**src/hdl/dsr_pkg.sv**
```systemverilog
package dsr_pkg;
  localparam int DSR_AW = 7;
  localparam int DSR_DW = 8;
  localparam int DSR_FW = 19;
  localparam logic [DSR_AW-1:0] DSR_FREQ_HIGH_ADDR = 7'h07;
  localparam logic [DSR_AW-1:0] DSR_IRQ_UPPER_ADDR = 7'h08;
  localparam logic [DSR_AW-1:0] DSR_OPER_STATE_ADDR = 7'h09;
  localparam logic [DSR_DW-1:0] DSR_FREQ_HIGH_RST = 8'h00;
  localparam logic [DSR_DW-1:0] DSR_IRQ_UPPER_RST = 8'h50;
  localparam logic [DSR_DW-1:0] DSR_OPER_STATE_RST = 8'h41;
  localparam int DSR_FREQ_MSB = 18;
  localparam int DSR_FREQ_LSB = 16;
  localparam int DSR_AUX_FLAG_BIT = 6;
  localparam int DSR_PATH_SEL_BIT = 4;
  localparam logic [DSR_DW-1:0] DSR_IRQ_FIXED = 8'h10;
endpackage

```
**src/hdl/dsr_edge_detect.sv**
```systemverilog
`timescale 1ns/1ps
module dsr_edge_detect
(
  input wire logic core_clk, // system clock
  input wire logic rst_n, // sync reset, active low
  input wire logic level_in, // level to watch
  output logic change // one-cycle pulse on any change
);
  logic prev;
  logic seen;
  always_ff @(posedge core_clk)
  begin
    if (!rst_n)
    begin
      prev <= 1'b0;
      seen <= 1'b0;
    end
    else
    begin
      prev <= level_in;
      seen <= 1'b1;
    end
  end
  // no change reported on the first sample after reset
  assign change = seen & (prev ^ level_in);
endmodule // dsr_edge_detect

```
**src/hdl/dsr_status_regs.sv**
```systemverilog
// Contract
// frequency-high register shows frequency bits 18..16 in its bits 2..0.
// select bit 4 chooses main or auxiliary path frequency for reporting.
// auxiliary lock gained or lost sets bit 6 of the upper interrupt byte.
// flag stays latched until software writes one; writing one clears it.
// flag reads zero when no lock change occurred since last clear; the code resets the flag to one.
// read-only operating-state register, reset value 0100 0001.
// writes to read-only registers, unused bits, or zero to flag ignored.
`timescale 1ns/1ps
module dsr_status_regs
(
  input wire logic core_clk, // system clock, 20 MHz
  input wire logic rst_n, // sync reset, active low
  input wire logic [dsr_pkg::DSR_AW-1:0] reg_addr, // register address
  input wire logic reg_wr, // write strobe
  input wire logic reg_rd, // read strobe
  input wire logic [dsr_pkg::DSR_DW-1:0] reg_wdata, // write data
  output logic [dsr_pkg::DSR_DW-1:0] reg_rdata, // read data, one cycle after reg_rd
  input wire logic [dsr_pkg::DSR_FW-1:0] main_freq, // main timing path frequency word
  input wire logic [dsr_pkg::DSR_FW-1:0] aux_freq, // aux timing path frequency word
  input wire logic freq_path_select, // 1: aux path reported
  input wire logic aux_dpll_locked, // aux timing path lock level
  input wire logic [dsr_pkg::DSR_DW-1:0] mode_state, // mode state machine state
  output logic aux_lock_change_flag // latched lock-change flag
);
  import dsr_pkg::*;

  localparam int FREQ_BITS = DSR_FREQ_MSB - DSR_FREQ_LSB + 1;
  localparam logic [DSR_DW-1:0] FLAG_MASK = {{(DSR_DW-1){1'b0}}, 1'b1} << DSR_AUX_FLAG_BIT;

  ////////////////////////////////////////////////////////////////////////////
  logic [DSR_DW-1:0] dpll_freq_high;
  logic [DSR_DW-1:0] operating_state;
  logic aux_change;
  logic hit_freq;
  logic hit_irq;
  logic hit_oper;
  logic hit_none;
  logic clear_flag;
  logic next_flag;
  logic [DSR_FW-1:0] sel_freq;
  logic [FREQ_BITS-1:0] sel_freq_top;
  logic [DSR_DW-1:0] next_freq_high;
  logic [DSR_DW-1:0] flag_field;
  logic [DSR_DW-1:0] irq_status_upper_byte;
  logic [DSR_DW-1:0] next_rdata;

  dsr_edge_detect u_aux_edge
  (
    .core_clk(core_clk),
    .rst_n(rst_n),
    .level_in(aux_dpll_locked),
    .change(aux_change)
  );

  ////////////////////////////////////////////////////////////////////////////
  // address decode
  assign hit_freq = (reg_addr == DSR_FREQ_HIGH_ADDR);
  assign hit_irq = (reg_addr == DSR_IRQ_UPPER_ADDR);
  assign hit_oper = (reg_addr == DSR_OPER_STATE_ADDR);
  assign hit_none = ~(hit_freq | hit_irq | hit_oper);

  assign sel_freq = freq_path_select ? aux_freq : main_freq;
  assign sel_freq_top = sel_freq[DSR_FREQ_MSB:DSR_FREQ_LSB];
  assign next_freq_high = {{(DSR_DW-FREQ_BITS){1'b0}}, sel_freq_top};

  // set wins over clear so a change in the clearing cycle is kept
  assign clear_flag = reg_wr && hit_irq && reg_wdata[DSR_AUX_FLAG_BIT];
  assign next_flag = aux_change | (aux_lock_change_flag & ~clear_flag);
  assign flag_field = {DSR_DW{aux_lock_change_flag}} & FLAG_MASK;
  assign irq_status_upper_byte = DSR_IRQ_FIXED | flag_field;

  assign next_rdata = ({DSR_DW{hit_freq}} & dpll_freq_high) |
                      ({DSR_DW{hit_irq}} & irq_status_upper_byte) |
                      ({DSR_DW{hit_oper}} & operating_state);

  ////////////////////////////////////////////////////////////////////////////
  always_ff @(posedge core_clk)
  begin
    if (!rst_n)
      dpll_freq_high <= DSR_FREQ_HIGH_RST;
    else
      dpll_freq_high <= next_freq_high;
  end

  always_ff @(posedge core_clk)
  begin
    if (!rst_n)
      operating_state <= DSR_OPER_STATE_RST;
    else
      operating_state <= mode_state;
  end

  always_ff @(posedge core_clk)
  begin
    if (!rst_n)
      aux_lock_change_flag <= DSR_IRQ_UPPER_RST[DSR_AUX_FLAG_BIT];
    else
      aux_lock_change_flag <= next_flag;
  end

  always_ff @(posedge core_clk)
  begin
    if (!rst_n)
      reg_rdata <= {DSR_DW{1'b0}};
    else if (reg_rd)
      reg_rdata <= next_rdata;
  end

  ////////////////////////////////////////////////////////////////////////////
  // lock-change flag
  flag_set_a: assert property (
    @(posedge core_clk) disable iff (!rst_n)
    aux_change
    |=> aux_lock_change_flag
  ) else $error("lock change not latched");

  flag_hold_a: assert property (
    @(posedge core_clk) disable iff (!rst_n)
    aux_lock_change_flag && !clear_flag
    |=> aux_lock_change_flag
  ) else $error("flag dropped");

  flag_clear_a: assert property (
    @(posedge core_clk) disable iff (!rst_n)
    clear_flag && !aux_change
    |=> !aux_lock_change_flag
  ) else $error("flag not cleared");

  set_wins_a: assert property (
    @(posedge core_clk) disable iff (!rst_n)
    clear_flag && aux_change
    |=> aux_lock_change_flag
  ) else $error("change lost to clear");

  flag_quiet_a: assert property (
    @(posedge core_clk) disable iff (!rst_n)
    !aux_lock_change_flag && !aux_change
    |=> !aux_lock_change_flag
  ) else $error("spurious flag");

  flag_reset_a: assert property (
    @(posedge core_clk)
    !rst_n
    |=> aux_lock_change_flag == DSR_IRQ_UPPER_RST[DSR_AUX_FLAG_BIT]
  ) else $error("flag reset wrong");

  zero_write_a: assert property (
    @(posedge core_clk) disable iff (!rst_n)
    reg_wr && hit_irq && !reg_wdata[DSR_AUX_FLAG_BIT] && aux_lock_change_flag
    |=> aux_lock_change_flag
  ) else $error("zero write cleared flag");

  // frequency
  freq_main_a: assert property (
    @(posedge core_clk) disable iff (!rst_n)
    !freq_path_select
    |=> dpll_freq_high == {{(DSR_DW-FREQ_BITS){1'b0}}, $past(main_freq[DSR_FREQ_MSB:DSR_FREQ_LSB])}
  ) else $error("main freq wrong");

  freq_aux_a: assert property (
    @(posedge core_clk) disable iff (!rst_n)
    freq_path_select
    |=> dpll_freq_high == {{(DSR_DW-FREQ_BITS){1'b0}}, $past(aux_freq[DSR_FREQ_MSB:DSR_FREQ_LSB])}
  ) else $error("aux freq wrong");

  freq_reset_a: assert property (
    @(posedge core_clk)
    !rst_n
    |=> dpll_freq_high == DSR_FREQ_HIGH_RST
  ) else $error("freq reset wrong");

  freq_ro_a: assert property (
    @(posedge core_clk) disable iff (!rst_n)
    reg_wr && hit_freq
    |=> dpll_freq_high[DSR_DW-1:FREQ_BITS] == {(DSR_DW-FREQ_BITS){1'b0}}
  ) else $error("write hit freq register");

  // operating state
  oper_reset_a: assert property (
    @(posedge core_clk)
    !rst_n
    |=> operating_state == DSR_OPER_STATE_RST
  ) else $error("operating reset wrong");

  oper_follow_a: assert property (
    @(posedge core_clk) disable iff (!rst_n)
    rst_n
    |=> operating_state == $past(mode_state)
  ) else $error("operating state stale");

  ro_write_a: assert property (
    @(posedge core_clk) disable iff (!rst_n)
    reg_wr && hit_oper
    |=> operating_state == $past(mode_state)
  ) else $error("write hit read-only");

  // read path
  read_freq_a: assert property (
    @(posedge core_clk) disable iff (!rst_n)
    reg_rd && hit_freq
    |=> reg_rdata == $past(dpll_freq_high)
  ) else $error("freq read wrong");

  read_irq_a: assert property (
    @(posedge core_clk) disable iff (!rst_n)
    reg_rd && hit_irq
    |=> reg_rdata[DSR_AUX_FLAG_BIT] == $past(aux_lock_change_flag)
  ) else $error("flag read wrong");

  read_fixed_a: assert property (
    @(posedge core_clk) disable iff (!rst_n)
    reg_rd && hit_irq
    |=> (reg_rdata & ~FLAG_MASK) == (DSR_IRQ_FIXED & ~FLAG_MASK)
  ) else $error("unused irq bits wrong");

  read_oper_a: assert property (
    @(posedge core_clk) disable iff (!rst_n)
    reg_rd && hit_oper
    |=> reg_rdata == $past(operating_state)
  ) else $error("operating read wrong");

  read_none_a: assert property (
    @(posedge core_clk) disable iff (!rst_n)
    reg_rd && hit_none
    |=> reg_rdata == {DSR_DW{1'b0}}
  ) else $error("unmapped read not zero");
endmodule // dsr_status_regs

```
**config.mk**
```make
export PLATFORM = sky130hd
export DESIGN_NAME = dsr_status_regs
export DESIGN_NICKNAME = d
export VERILOG_FILES = /design/src/hdl/dsr_pkg.sv /design/src/hdl/dsr_edge_detect.sv /design/src/hdl/dsr_status_regs.sv
export SDC_FILE = /design/constraint.sdc
export NUM_CORES = 1
export LEC_CHECK = 0
export ABC_AREA = 1
export BUFFER_PORTS_ARGS = -buffer_cell sky130_fd_sc_hd__buf_2
export CORE_MARGIN = 3
export CORE_UTILIZATION = 39
export CTS_BUF_LIST = sky130_fd_sc_hd__clkbuf_8
export DETAILED_ROUTE_END_ITERATION = 7
export MAX_ROUTING_LAYER = met4
export PLACE_DENSITY = 0.91
export SLEW_MARGIN = 20
export SYNTH_ARGS = -nofsm -noshare
export SYNTH_HDL_FRONTEND = slang
export SYNTH_SLANG_ARGS = --single-unit
```
**constraint.sdc**
```tcl
create_clock -name core_clk -period 1.13 [get_ports core_clk]
set_input_delay 0.2825 -clock core_clk [delete_from_list [all_inputs] [get_ports core_clk]]
set_output_delay 0.2825 -clock core_clk [all_outputs]
set_load 0.03 [all_outputs]
```
==> results of run 1 <==
-- per-layer routing --
| metal | track usage [%] | up-vias | part of all wire, % |
|---|---|---|---|
| met1 | 14.7 | 369 | 43 |
| li1 | - | 452 | - |
| met2 | 22.8 | 36 | 45 |
| met5 | - | - | 0 |
| met4 | 11.5 | 0 | 2.9 |
| met3 | 1.39 | 5 | 8.9 |
-- power groups by stage --
stage          clock [W]  combinational (W)  sequential [W]
6_report        0.000546           0.000202        0.000829
5_1_grt         0.000594           0.000226        0.000832
4_1_cts         0.000564           0.000203        0.000829
3_5_place_dp           0           0.000202        0.000847
3_3_place_gp           0           0.000193        0.000845
2_1_floorplan          0          0.0000890        0.000873
-- timing repair --
action / in CTS / in global routing
endpoints found under the setup margin: 0 / 1
setup buffers: 0 / 0
gates resized for setup: 0 / 2
endpoints found under the hold margin: 0 / 0
-- cells by family (layout without fill, tap and decap cells) --
kind of cell	count (synthesis)	count (layout)	share of synthesized area (%)
AND/OR/NAND/NOR	65	65	33.1
AO/OA/AOI/OAI	11	11	6.18
flip-flops	22	22	49.4
buffers and inverters	24	62	11.2
-- layout by cell type, fill, tap and decap left out --
cell      instances
nand2_1          19
nor2_1           20
dfxtp_1          22
buf_4             2
clkbuf_8          4
a21oi_1           4
inv_2             2
nand3_1          19
inv_1            19
nor2_4            2
or2_2             3
buf_2            35
o21ai_0           7
nand2_2           2
-- worst paths after layout --
path | startpoint | to | slack [ns] | cells after the start
worst max-delay path | aux_lock_change_flag$_SDFF_PN1_ | aux_lock_change_flag | 0.04 | 1
worst min-delay path | mode_state[7] | operating_state[7]$_SDFF_PN0_ | 0.20 | 3
worst max register to register | u_aux_edge.prev$_SDFF_PN0_ | aux_lock_change_flag$_SDFF_PN1_ | 0.27 | 5
worst min register to register | operating_state[7]$_SDFF_PN0_ | reg_rdata[7]$_SDFFE_PN0P_ | 0.46 | 2
-- sequential cells by signal (all words and copies together) (netlist names) --
signal,cells
aux_lock_change_flag,1
reg_rdata,8
u_aux_edge.seen,1
u_aux_edge.prev,1
dpll_freq_high,3
operating_state,8
-- cell type report --
class	instances	area [um^2]	share of cell area, %
multi-input cells	76	350	30.5
clock buffers	4	55.1	4.79
inverters	21	78.8	6.86
well taps	27	33.8	2.94
flip-flops and latches	22	440	38.3
repair buffers	37	190	16.6
-- worst register-to-register path, delay by kind of cell (launching register included) --
family / cells / cell delay [ns]
simple gates: 4 / 0.42
flops: 1 / 0.31
buf+inv: 1 / 0.04
-- metrics by stage --
step	area, um^2	setup TNS [ns]	power, W	hold WS [ns]
3_3_place_gp	1090	0	0.00104	0.447
4_1_cts	1150	0	0.00159	0.197
5_1_grt	1150	0	0.00165	0.210
6_report	1150	0	0.00158	0.199
3_5_place_dp	1090	-0.0348	0.00105	0.450
2_1_floorplan	891	0	0.000962	0.310
==> flow_summary_export.csv, run 1 <==
group,metric,value,unit
sta,post-route-period-util,96.0,%
route,drtIter0Drc,10,
global_route,grt_pass1_vias,677,
global_route,grt_max_degree,17,
sta,tightest_slew,0.275,ns
power,pwr-share-comb,12.8,%
sta,fmax,922,MHz
run_status,status,"completed",
cts,clk_pin_slew_worst_paths,0.07,ns
cells_and_area,final_core_utilization,55.7,%
placement,dp_hpwl,1470,um
route,drc,0,
route,wl_per_cell,10.2,um
synth,synth_common_cells,"dfxtp_1 (22), nor2_1 (20), inv_1 (19), nand2_1 (19), nand3_1 (19)",
worst_setup_path,cpPeakStageDelay,0.37,ns
cells_and_area,diodes,0,
die,die_h,53.8,um
die,io_pins,76,
worst_setup_path,crit_path_top_delay_cell,"dfxtp_1",
global_route,grt_pass1_wl,2760,um
sta,rsz0062_at_grt,"no",
route,viasPerCell,4.61,
power,power_frac_seq,52.6,%
placement,gp_congestion,0.702,
worst_setup_path,timing.critical_path.buf_inv,1,
synth,synth_most_common_cell,"dfxtp_1",
route,antenna_left,0,
power,ir_drop,0.000682,V
cts,cts_hold_buf,0,
cts,clkSinkCount,22,
worst_setup_path,crit_arrival,0.80,ns
die,start_util,43.2,%
cells_and_area,drive_gt1_share,31.3,%
die,die_width,53.8,um
cells_and_area,syn_to_final_growth,28.9,%
die,dieArea,2890,um^2
placement,post-place-cells,183,
sta,hold_viol_final,0,
global_route,antenna_found_initial,0,
cells_and_area,instances_no_fill,187,
power,p_int,0.00121,W
synth,yosysWarnings,0,
sta,finClkSkew,0.000867,ns
synth,yosysTopAreaCell,"dfxtp_1",
global_route,grt.overflow.total,0,
worst_setup_path,path_cells,"buf_4",
synth,syn_inst,122,
worst_hold_path,min_path_type,"input port to flip-flop",
placement,portBuffers,36,
synth,syn_area_per_cell,7.30,um^2
worst_setup_path,endpoint_kind,"primary output",
sta,fin_crit,1.09,ns
synth,synth_area,891,um^2
synth,yosysTopAreaCellShare,49.4,%
route,firstDrtPassIters,4,
cts,clock_latency,0.26,ns
flow_run,maxCapViolations,0,
worst_setup_path,start_kind,"flip-flop",
worst_setup_path,critPathTopFamily,"flip-flops",
cts,cts_tree,"yes",
cells_and_area,nFillCells,213,
global_route,grt_usage,13.8,%
route,vias,862,
sta,fin_ws,0.0448,ns
sta,relSlewSlack,81.7,%
power,switchingPower,0.000370,W
power,swShare,23.5,%
cts,ctsRootBufferMaster,"clkbuf_8",
route,routed_wl,1900,um
die,std_cell_rows,16,
synth,syn-num-nets,189,
placement,place_ws,-0.0348,ns
cts,cts_max_level,1,
sta,setup_viol,0,
synth,synth_ff_type,"dfxtp_1",
power,power.density,1370,nW/um^2
sta,final_max_slew_viol_count,0,
synth,synthDistinctLibCells,13,
worst_setup_path,worstSetupPathType,"flip-flop to primary output",
worst_setup_path,cp_data_required_time,0.85,ns
synth,synth_seq_cells,22,
worst_setup_path,crit_fanout,3,
cells_and_area,final_nets,228,
power,power_leakage,0.634,nW
cts,cts_made_buffers,3,
synth,ys_top_cells_by_area,"dfxtp_1 (49%), nand3_1 (11%), nor2_1 (8.4%)",
cts,cts_buffer_depth,2,
die,coreArea,2060,um^2
synth,ys_seq_area_share,49.4,%
synth,postSynth.asyncResetShare,0,%
synth,synth_enable_flop_cells,0,
power,clkPwrFrac,34.6,%
Power figures use the tool's default switching activity.
==> run 2: changes to the inputs <==
--- a/config.mk
+++ b/config.mk
@@ -7,9 +7,11 @@
 export LEC_CHECK = 0
 export ABC_AREA = 1
 export BUFFER_PORTS_ARGS = -buffer_cell sky130_fd_sc_hd__buf_2
+export CAP_MARGIN = 20
 export CORE_MARGIN = 3
 export CORE_UTILIZATION = 39
 export CTS_BUF_LIST = sky130_fd_sc_hd__clkbuf_8
+export CTS_CLUSTER_DIAMETER = 50
 export DETAILED_ROUTE_END_ITERATION = 7
 export MAX_ROUTING_LAYER = met4
 export PLACE_DENSITY = 0.91
==> constraint.sdc (replaced) <==
create_clock -name core_clk -period 1.05 [get_ports core_clk]
set_input_delay 0.2625 -clock core_clk [delete_from_list [all_inputs] [get_ports core_clk]]
set_output_delay 0.2625 -clock core_clk [all_outputs]
set_load 0.03 [all_outputs]
==> run 2 against run 1 <==
Effect of this change: global-route usage is 0.48 points higher; sequential share of layout area is 0.39 points lower; sequential power is 7.7% higher; first-iteration DRC count is 70% higher; critical path type unchanged; setup slack worse by 0.011 ns.
==> flow_summary_export.csv, run 2 (synthesized netlist as in run 1, its figures left out) <==
group,metric,value,unit
route,drc,0,
worst_setup_path,path_cells,"buf_4",
cells_and_area,final_cell_mix,"buf_2 (27), dfxtp_1 (21), nor2_1 (20)",
route,routed_wl,1930,um
placement,gp_congestion,0.704,
worst_setup_path,worstSetupPathType,"flip-flop to primary output",
worst_setup_path,timing.critical_path.buf_inv,1,
worst_setup_path,cp-startpoint,"reg_rdata[4]$_SDFFE_PN0P_",
sta,post-route-period-util,96.8,%
worst_setup_path,r2r-start,"u_aux_edge.prev$_SDFF_PN0_",
worst_setup_path,rrSetupSlack,0.18,ns
global_route,grt.overflow.total,0,
global_route,antenna_found_initial,0,
worst_setup_path,start_kind,"flip-flop",
cells_and_area,drive_gt1_share,31.4,%
sta,tightest_slew,0.283,ns
worst_hold_path,holdPathStages,3,
worst_setup_path,cp_data_required_time,0.79,ns
placement,postPlaceCellArea,1090,um^2
cells_and_area,final_nets,228,
cts,cts_max_level,1,
route,vias,862,
sta,final_max_slew_viol_count,0,
run_status,status,"completed",
cells_and_area,syn_to_final_growth,30.6,%
route,wl_per_cell,10.4,um
cts,clk_pin_slew_worst_paths,0.07,ns
power,power_leakage,0.631,nW
cells_and_area,diodes,0,
cts,cts_buffer_depth,2,
sta,finClkSkew,0.00210,ns
route,drtIter0Drc,17,
worst_setup_path,crit_arrival,0.75,ns
cells_and_area,final_common_cell,"buf_2",
worst_hold_path,hold_end,"operating_state[3]$_SDFF_PN0_",
die,die_h,53.8,um
sta,fin_hold_ws,0.184,ns
cts,ctsRootBufferMaster,"clkbuf_8",
sta,relSlewSlack,81.1,%
sta,setup_tns,0,ns
power,ir_drop,0.000725,V
cts,clock_latency,0.25,ns
sta,setup_viol,0,
cells_and_area,finalInstanceArea,1160,um^2
cts,cts_hold_buf,0,
worst_hold_path,min_path_type,"input port to flip-flop",
route,viasPerCell,4.63,
worst_setup_path,crit_path_top_delay_cell,"dfxtp_1",
worst_setup_path,rr_worst_depth,5,
cts,cts_made_buffers,3,
placement,portBuffers,36,
global_route,grt_pass1_vias,752,
global_route,grt_max_degree,17,
cells_and_area,largestRegisters,"operating_state (8), reg_rdata (8), dpll_freq_high (3)",
die,io_pins,76,
die,std_cell_rows,16,
cts,clkSinkCount,22,
worst_setup_path,cpPeakStageDelay,0.34,ns
worst_setup_path,crit_fanout,2,
sta,fmax,984,MHz
route,antenna_left,0,
worst_setup_path,critPathTopFamily,"flip-flops",
die,dieArea,2890,um^2
power,power.density,1390,nW/um^2
worst_hold_path,min-delay-start,"mode_state[3]",
global_route,grt_pass1_wl,2840,um
die,start_util,43.2,%
sta,rsz0062_at_grt,"no",
cts,cts_tree,"yes",
flow_run,maxCapViolations,0,
die,coreArea,2060,um^2
route,firstDrtPassIters,4,
placement,dp_hpwl,1550,um
sta,hold_viol_final,0,
global_route,grt_usage,14.3,%
die,die_width,53.8,um
sta,fin_crit,1.02,ns
worst_setup_path,reg2reg_to,"aux_lock_change_flag$_SDFF_PN1_",
worst_setup_path,endpoint_kind,"primary output",
-- run 2: cell types whose count changed in the layout (fill, tap and decap cells not counted) --
cell / before / now
buf_2: 35 / 27
buf_4: 2 / 8
buf_6: 0 / 2
clkbuf_8: 4 / 3
dfxtp_1: 22 / 21
dfxtp_2: 0 / 1
-- run 2: through the flow --
step / std cells / setup slack, ns / total power (W) / util (%)
CTS: 186 / 0.000707 / 0.00163 / 55.9
floorplan: 122 / 0.197 / 0.00103 / -
global route: 186 / 0.00137 / 0.00170 / 56.4
finish: 186 / 0.0335 / 0.00161 / 56.4
global placement: 183 / 0.00579 / 0.00112 / 52.9
detailed placement: 183 / -0.0346 / 0.00113 / 52.9
-- run 2: report_power, final --
part | internal [W] | leakage (nW) | switching [W] | total (W)
registers | 0.000878 | 0.182 | 0.0000151 | 0.000893
clock network | 0.000255 | 0.0216 | 0.000237 | 0.000493
logic | 0.0000962 | 0.427 | 0.000131 | 0.000227
-- run 2: layout make-up --
type | instances | area, um^2
fill | 203 | 898
timing repair buffer | 37 | 218
inverter | 21 | 78.8
clock buffer | 3 | 41.3
tap | 27 | 33.8
sequential | 22 | 442
multi-input combinational | 76 | 350
-- run 2: what timing repair did --
action	in CTS	in global routing
pin swaps	0	0
gates resized for setup	8	7
setup buffers	0	0
endpoints found under the setup margin	6	4
-- run 2: worst max-delay path by stage --
stage	to	slack, ns	cells past startpoint
after floorplan	reg_rdata[6]$_SDFFE_PN0P_	0.20	8
after global placement	reg_rdata[0]$_SDFFE_PN0P_	0.006	8
after detailed placement	reg_rdata[0]$_SDFFE_PN0P_	-0.03	8
after CTS	reg_rdata[1]	0.0007	1
after global routing	reg_rdata[4]	0.001	1
final	reg_rdata[4]	0.03	1
-- run 2: layer usage --
layer  GRT usage, %  share of wire, %
met2           26.4                50
met4           11.5               3.1
met3           1.11               7.7
met5              -                 0
met1           13.2                39
==> run 3: changes to the inputs <==
--- a/config.mk
+++ b/config.mk
@@ -14,7 +14,7 @@
 export CTS_CLUSTER_DIAMETER = 50
 export DETAILED_ROUTE_END_ITERATION = 7
 export MAX_ROUTING_LAYER = met4
-export PLACE_DENSITY = 0.91
+export PLACE_DENSITY = 0.89
 export SLEW_MARGIN = 20
 export SYNTH_ARGS = -nofsm -noshare
 export SYNTH_HDL_FRONTEND = slang
==> run 3 against run 2 <==
Effect of this change: maximum frequency decreased by 1.3%; global-route usage increased by 0.28 points; non-clock buffer count unchanged; total power increased by 17%; flip-flop and latch count unchanged; count of clock-buffer cells in the layout unchanged; final cell count increased by 0.54%; die area unchanged; critical path depth unchanged; via count increased by 1.3%; cell area increased by 3.4%.
==> flow_summary_export.csv, run 3 (synthesized netlist as in run 1, its figures left out) <==
group,metric,value,unit
cells_and_area,syn_to_final_growth,35.1,%
cts,clkSinkCount,22,
flow_run,maxCapViolations,0,
sta,relSlewSlack,81.8,%
cts,clock_latency,0.26,ns
worst_setup_path,crit_path_top_delay_cell,"dfxtp_1",
sta,tightest_slew,0.272,ns
worst_setup_path,start_kind,"flip-flop",
die,dieArea,2890,um^2
sta,setup_viol,0,
die,std_cell_rows,16,
sta,finClkSkew,0.00204,ns
placement,dp_hpwl,1460,um
cts,cts_buffer_depth,2,
cells_and_area,final_common_cell,"buf_2",
worst_setup_path,worstSetupPathType,"flip-flop to primary output",
die,coreArea,2060,um^2
worst_setup_path,path_cells,"buf_6",
cts,ctsRootBufferMaster,"clkbuf_8",
global_route,antenna_found_initial,0,
route,drc,0,
run_status,status,"completed",
worst_setup_path,cpPeakStageDelay,0.36,ns
cells_and_area,largestRegisters,"operating_state (8), reg_rdata (8), dpll_freq_high (3)",
cts,cts_made_buffers,3,
power,power.density,1570,nW/um^2
cells_and_area,final_nets,228,
cts,clk_pin_slew_worst_paths,0.08,ns
sta,hold_viol_final,0,
cts,cts_tree,"yes",
route,firstDrtPassIters,4,
worst_setup_path,timing.critical_path.buf_inv,1,
die,die_h,53.8,um
cells_and_area,nFillCells,184,
cells_and_area,final_core_utilization,58.4,%
worst_hold_path,min_path_type,"input port to flip-flop",
die,die_width,53.8,um
route,viasPerCell,4.67,
worst_setup_path,cp_data_required_time,0.79,ns
route,routed_wl,1910,um
cells_and_area,final_cell_mix,"buf_2 (27), nor2_1 (20)",
worst_setup_path,endpoint_kind,"primary output",
route,wl_per_cell,10.2,um
sta,fin_crit,1.03,ns
cts,cts_hold_buf,0,
cells_and_area,diodes,0,
die,start_util,43.2,%
global_route,grt_pass1_vias,776,
worst_setup_path,critPathTopFamily,"flip-flops",
route,vias,873,
global_route,grt_usage,14.6,%
global_route,grt_max_degree,17,
sta,rsz0062_at_grt,"no",
route,drtIter0Drc,16,
power,ir_drop,0.00104,V
power,finalPower,0.00189,W
cts,cts_max_level,1,
sta,fin_ws,0.0206,ns
sta,post-route-period-util,98.0,%
global_route,grt_pass1_wl,2960,um
placement,gp_congestion,0.713,
route,antenna_left,0,
power,power_leakage,0.647,nW
sta,fmax,971,MHz
global_route,grt.overflow.total,0,
die,io_pins,76,
worst_setup_path,crit_arrival,0.77,ns
placement,place_ws,-0.0633,ns
placement,portBuffers,36,
worst_setup_path,crit_fanout,2,
cells_and_area,drive_gt1_share,33.1,%
sta,final_max_slew_viol_count,0,
run 3: repair_timing:
| item | 4_1_cts | 5_1_grt |
|---|---|---|
| buffers inserted | 0 | 0 |
| gates resized for setup | 8 | 10 |
| endpoints found under the setup margin | 7 | 6 |
| pin swaps | 0 | 0 |
run 3: path summary, 6_finish.rpt:
kind	cells past startpoint	slack [ns]	to	start
setup / recovery	1	0.02	reg_rdata[4]	reg_rdata[4]$_SDFFE_PN0P_
hold / removal	3	0.18	operating_state[1]$_SDFF_PN0_	mode_state[1]
setup reg to reg	5	0.17	aux_lock_change_flag$_SDFF_PN1_	u_aux_edge.prev$_SDFF_PN0_
hold reg to reg	2	0.46	reg_rdata[5]$_SDFFE_PN0P_	operating_state[5]$_SDFF_PN0_
run 3: layer usage:
| layer | global-route usage [%] | part of all wire (%) |
|---|---|---|
| met1 | 14.9 | 40 |
| met4 | 6.38 | 1.5 |
| met5 | - | 0 |
| met3 | 3.60 | 7.0 |
| met2 | 26.0 | 51 |
run 3: stage by stage:
step	TNS (ns)	cells	hold slack, ns	cell area, um^2
floorplan	0	122	0.290	891
global placement	0	183	0.443	1090
detailed placement	-0.168	183	0.446	1090
CTS	0	187	0.175	1180
global route	0	187	0.188	1200
finish	0	187	0.178	1200
run 3: layout make-up:
| cell class | instances | area, um^2 | area share (%) |
|---|---|---|---|
| multi-input combinational | 76 | 350 | 29.1 |
| inverter | 21 | 78.8 | 6.55 |
| timing repair buffer | 37 | 225 | 18.7 |
| tap | 27 | 33.8 | 2.81 |
| sequential | 22 | 444 | 36.9 |
| clock inverter | 1 | 30.0 | 2.49 |
| clock buffer | 3 | 41.3 | 3.43 |
run 3: power by group:
group          switching [W]  total (W)  internal (W)
Clock               0.000262   0.000771      0.000509
Combinational       0.000130   0.000228     0.0000984
Sequential         0.0000164   0.000895      0.000878
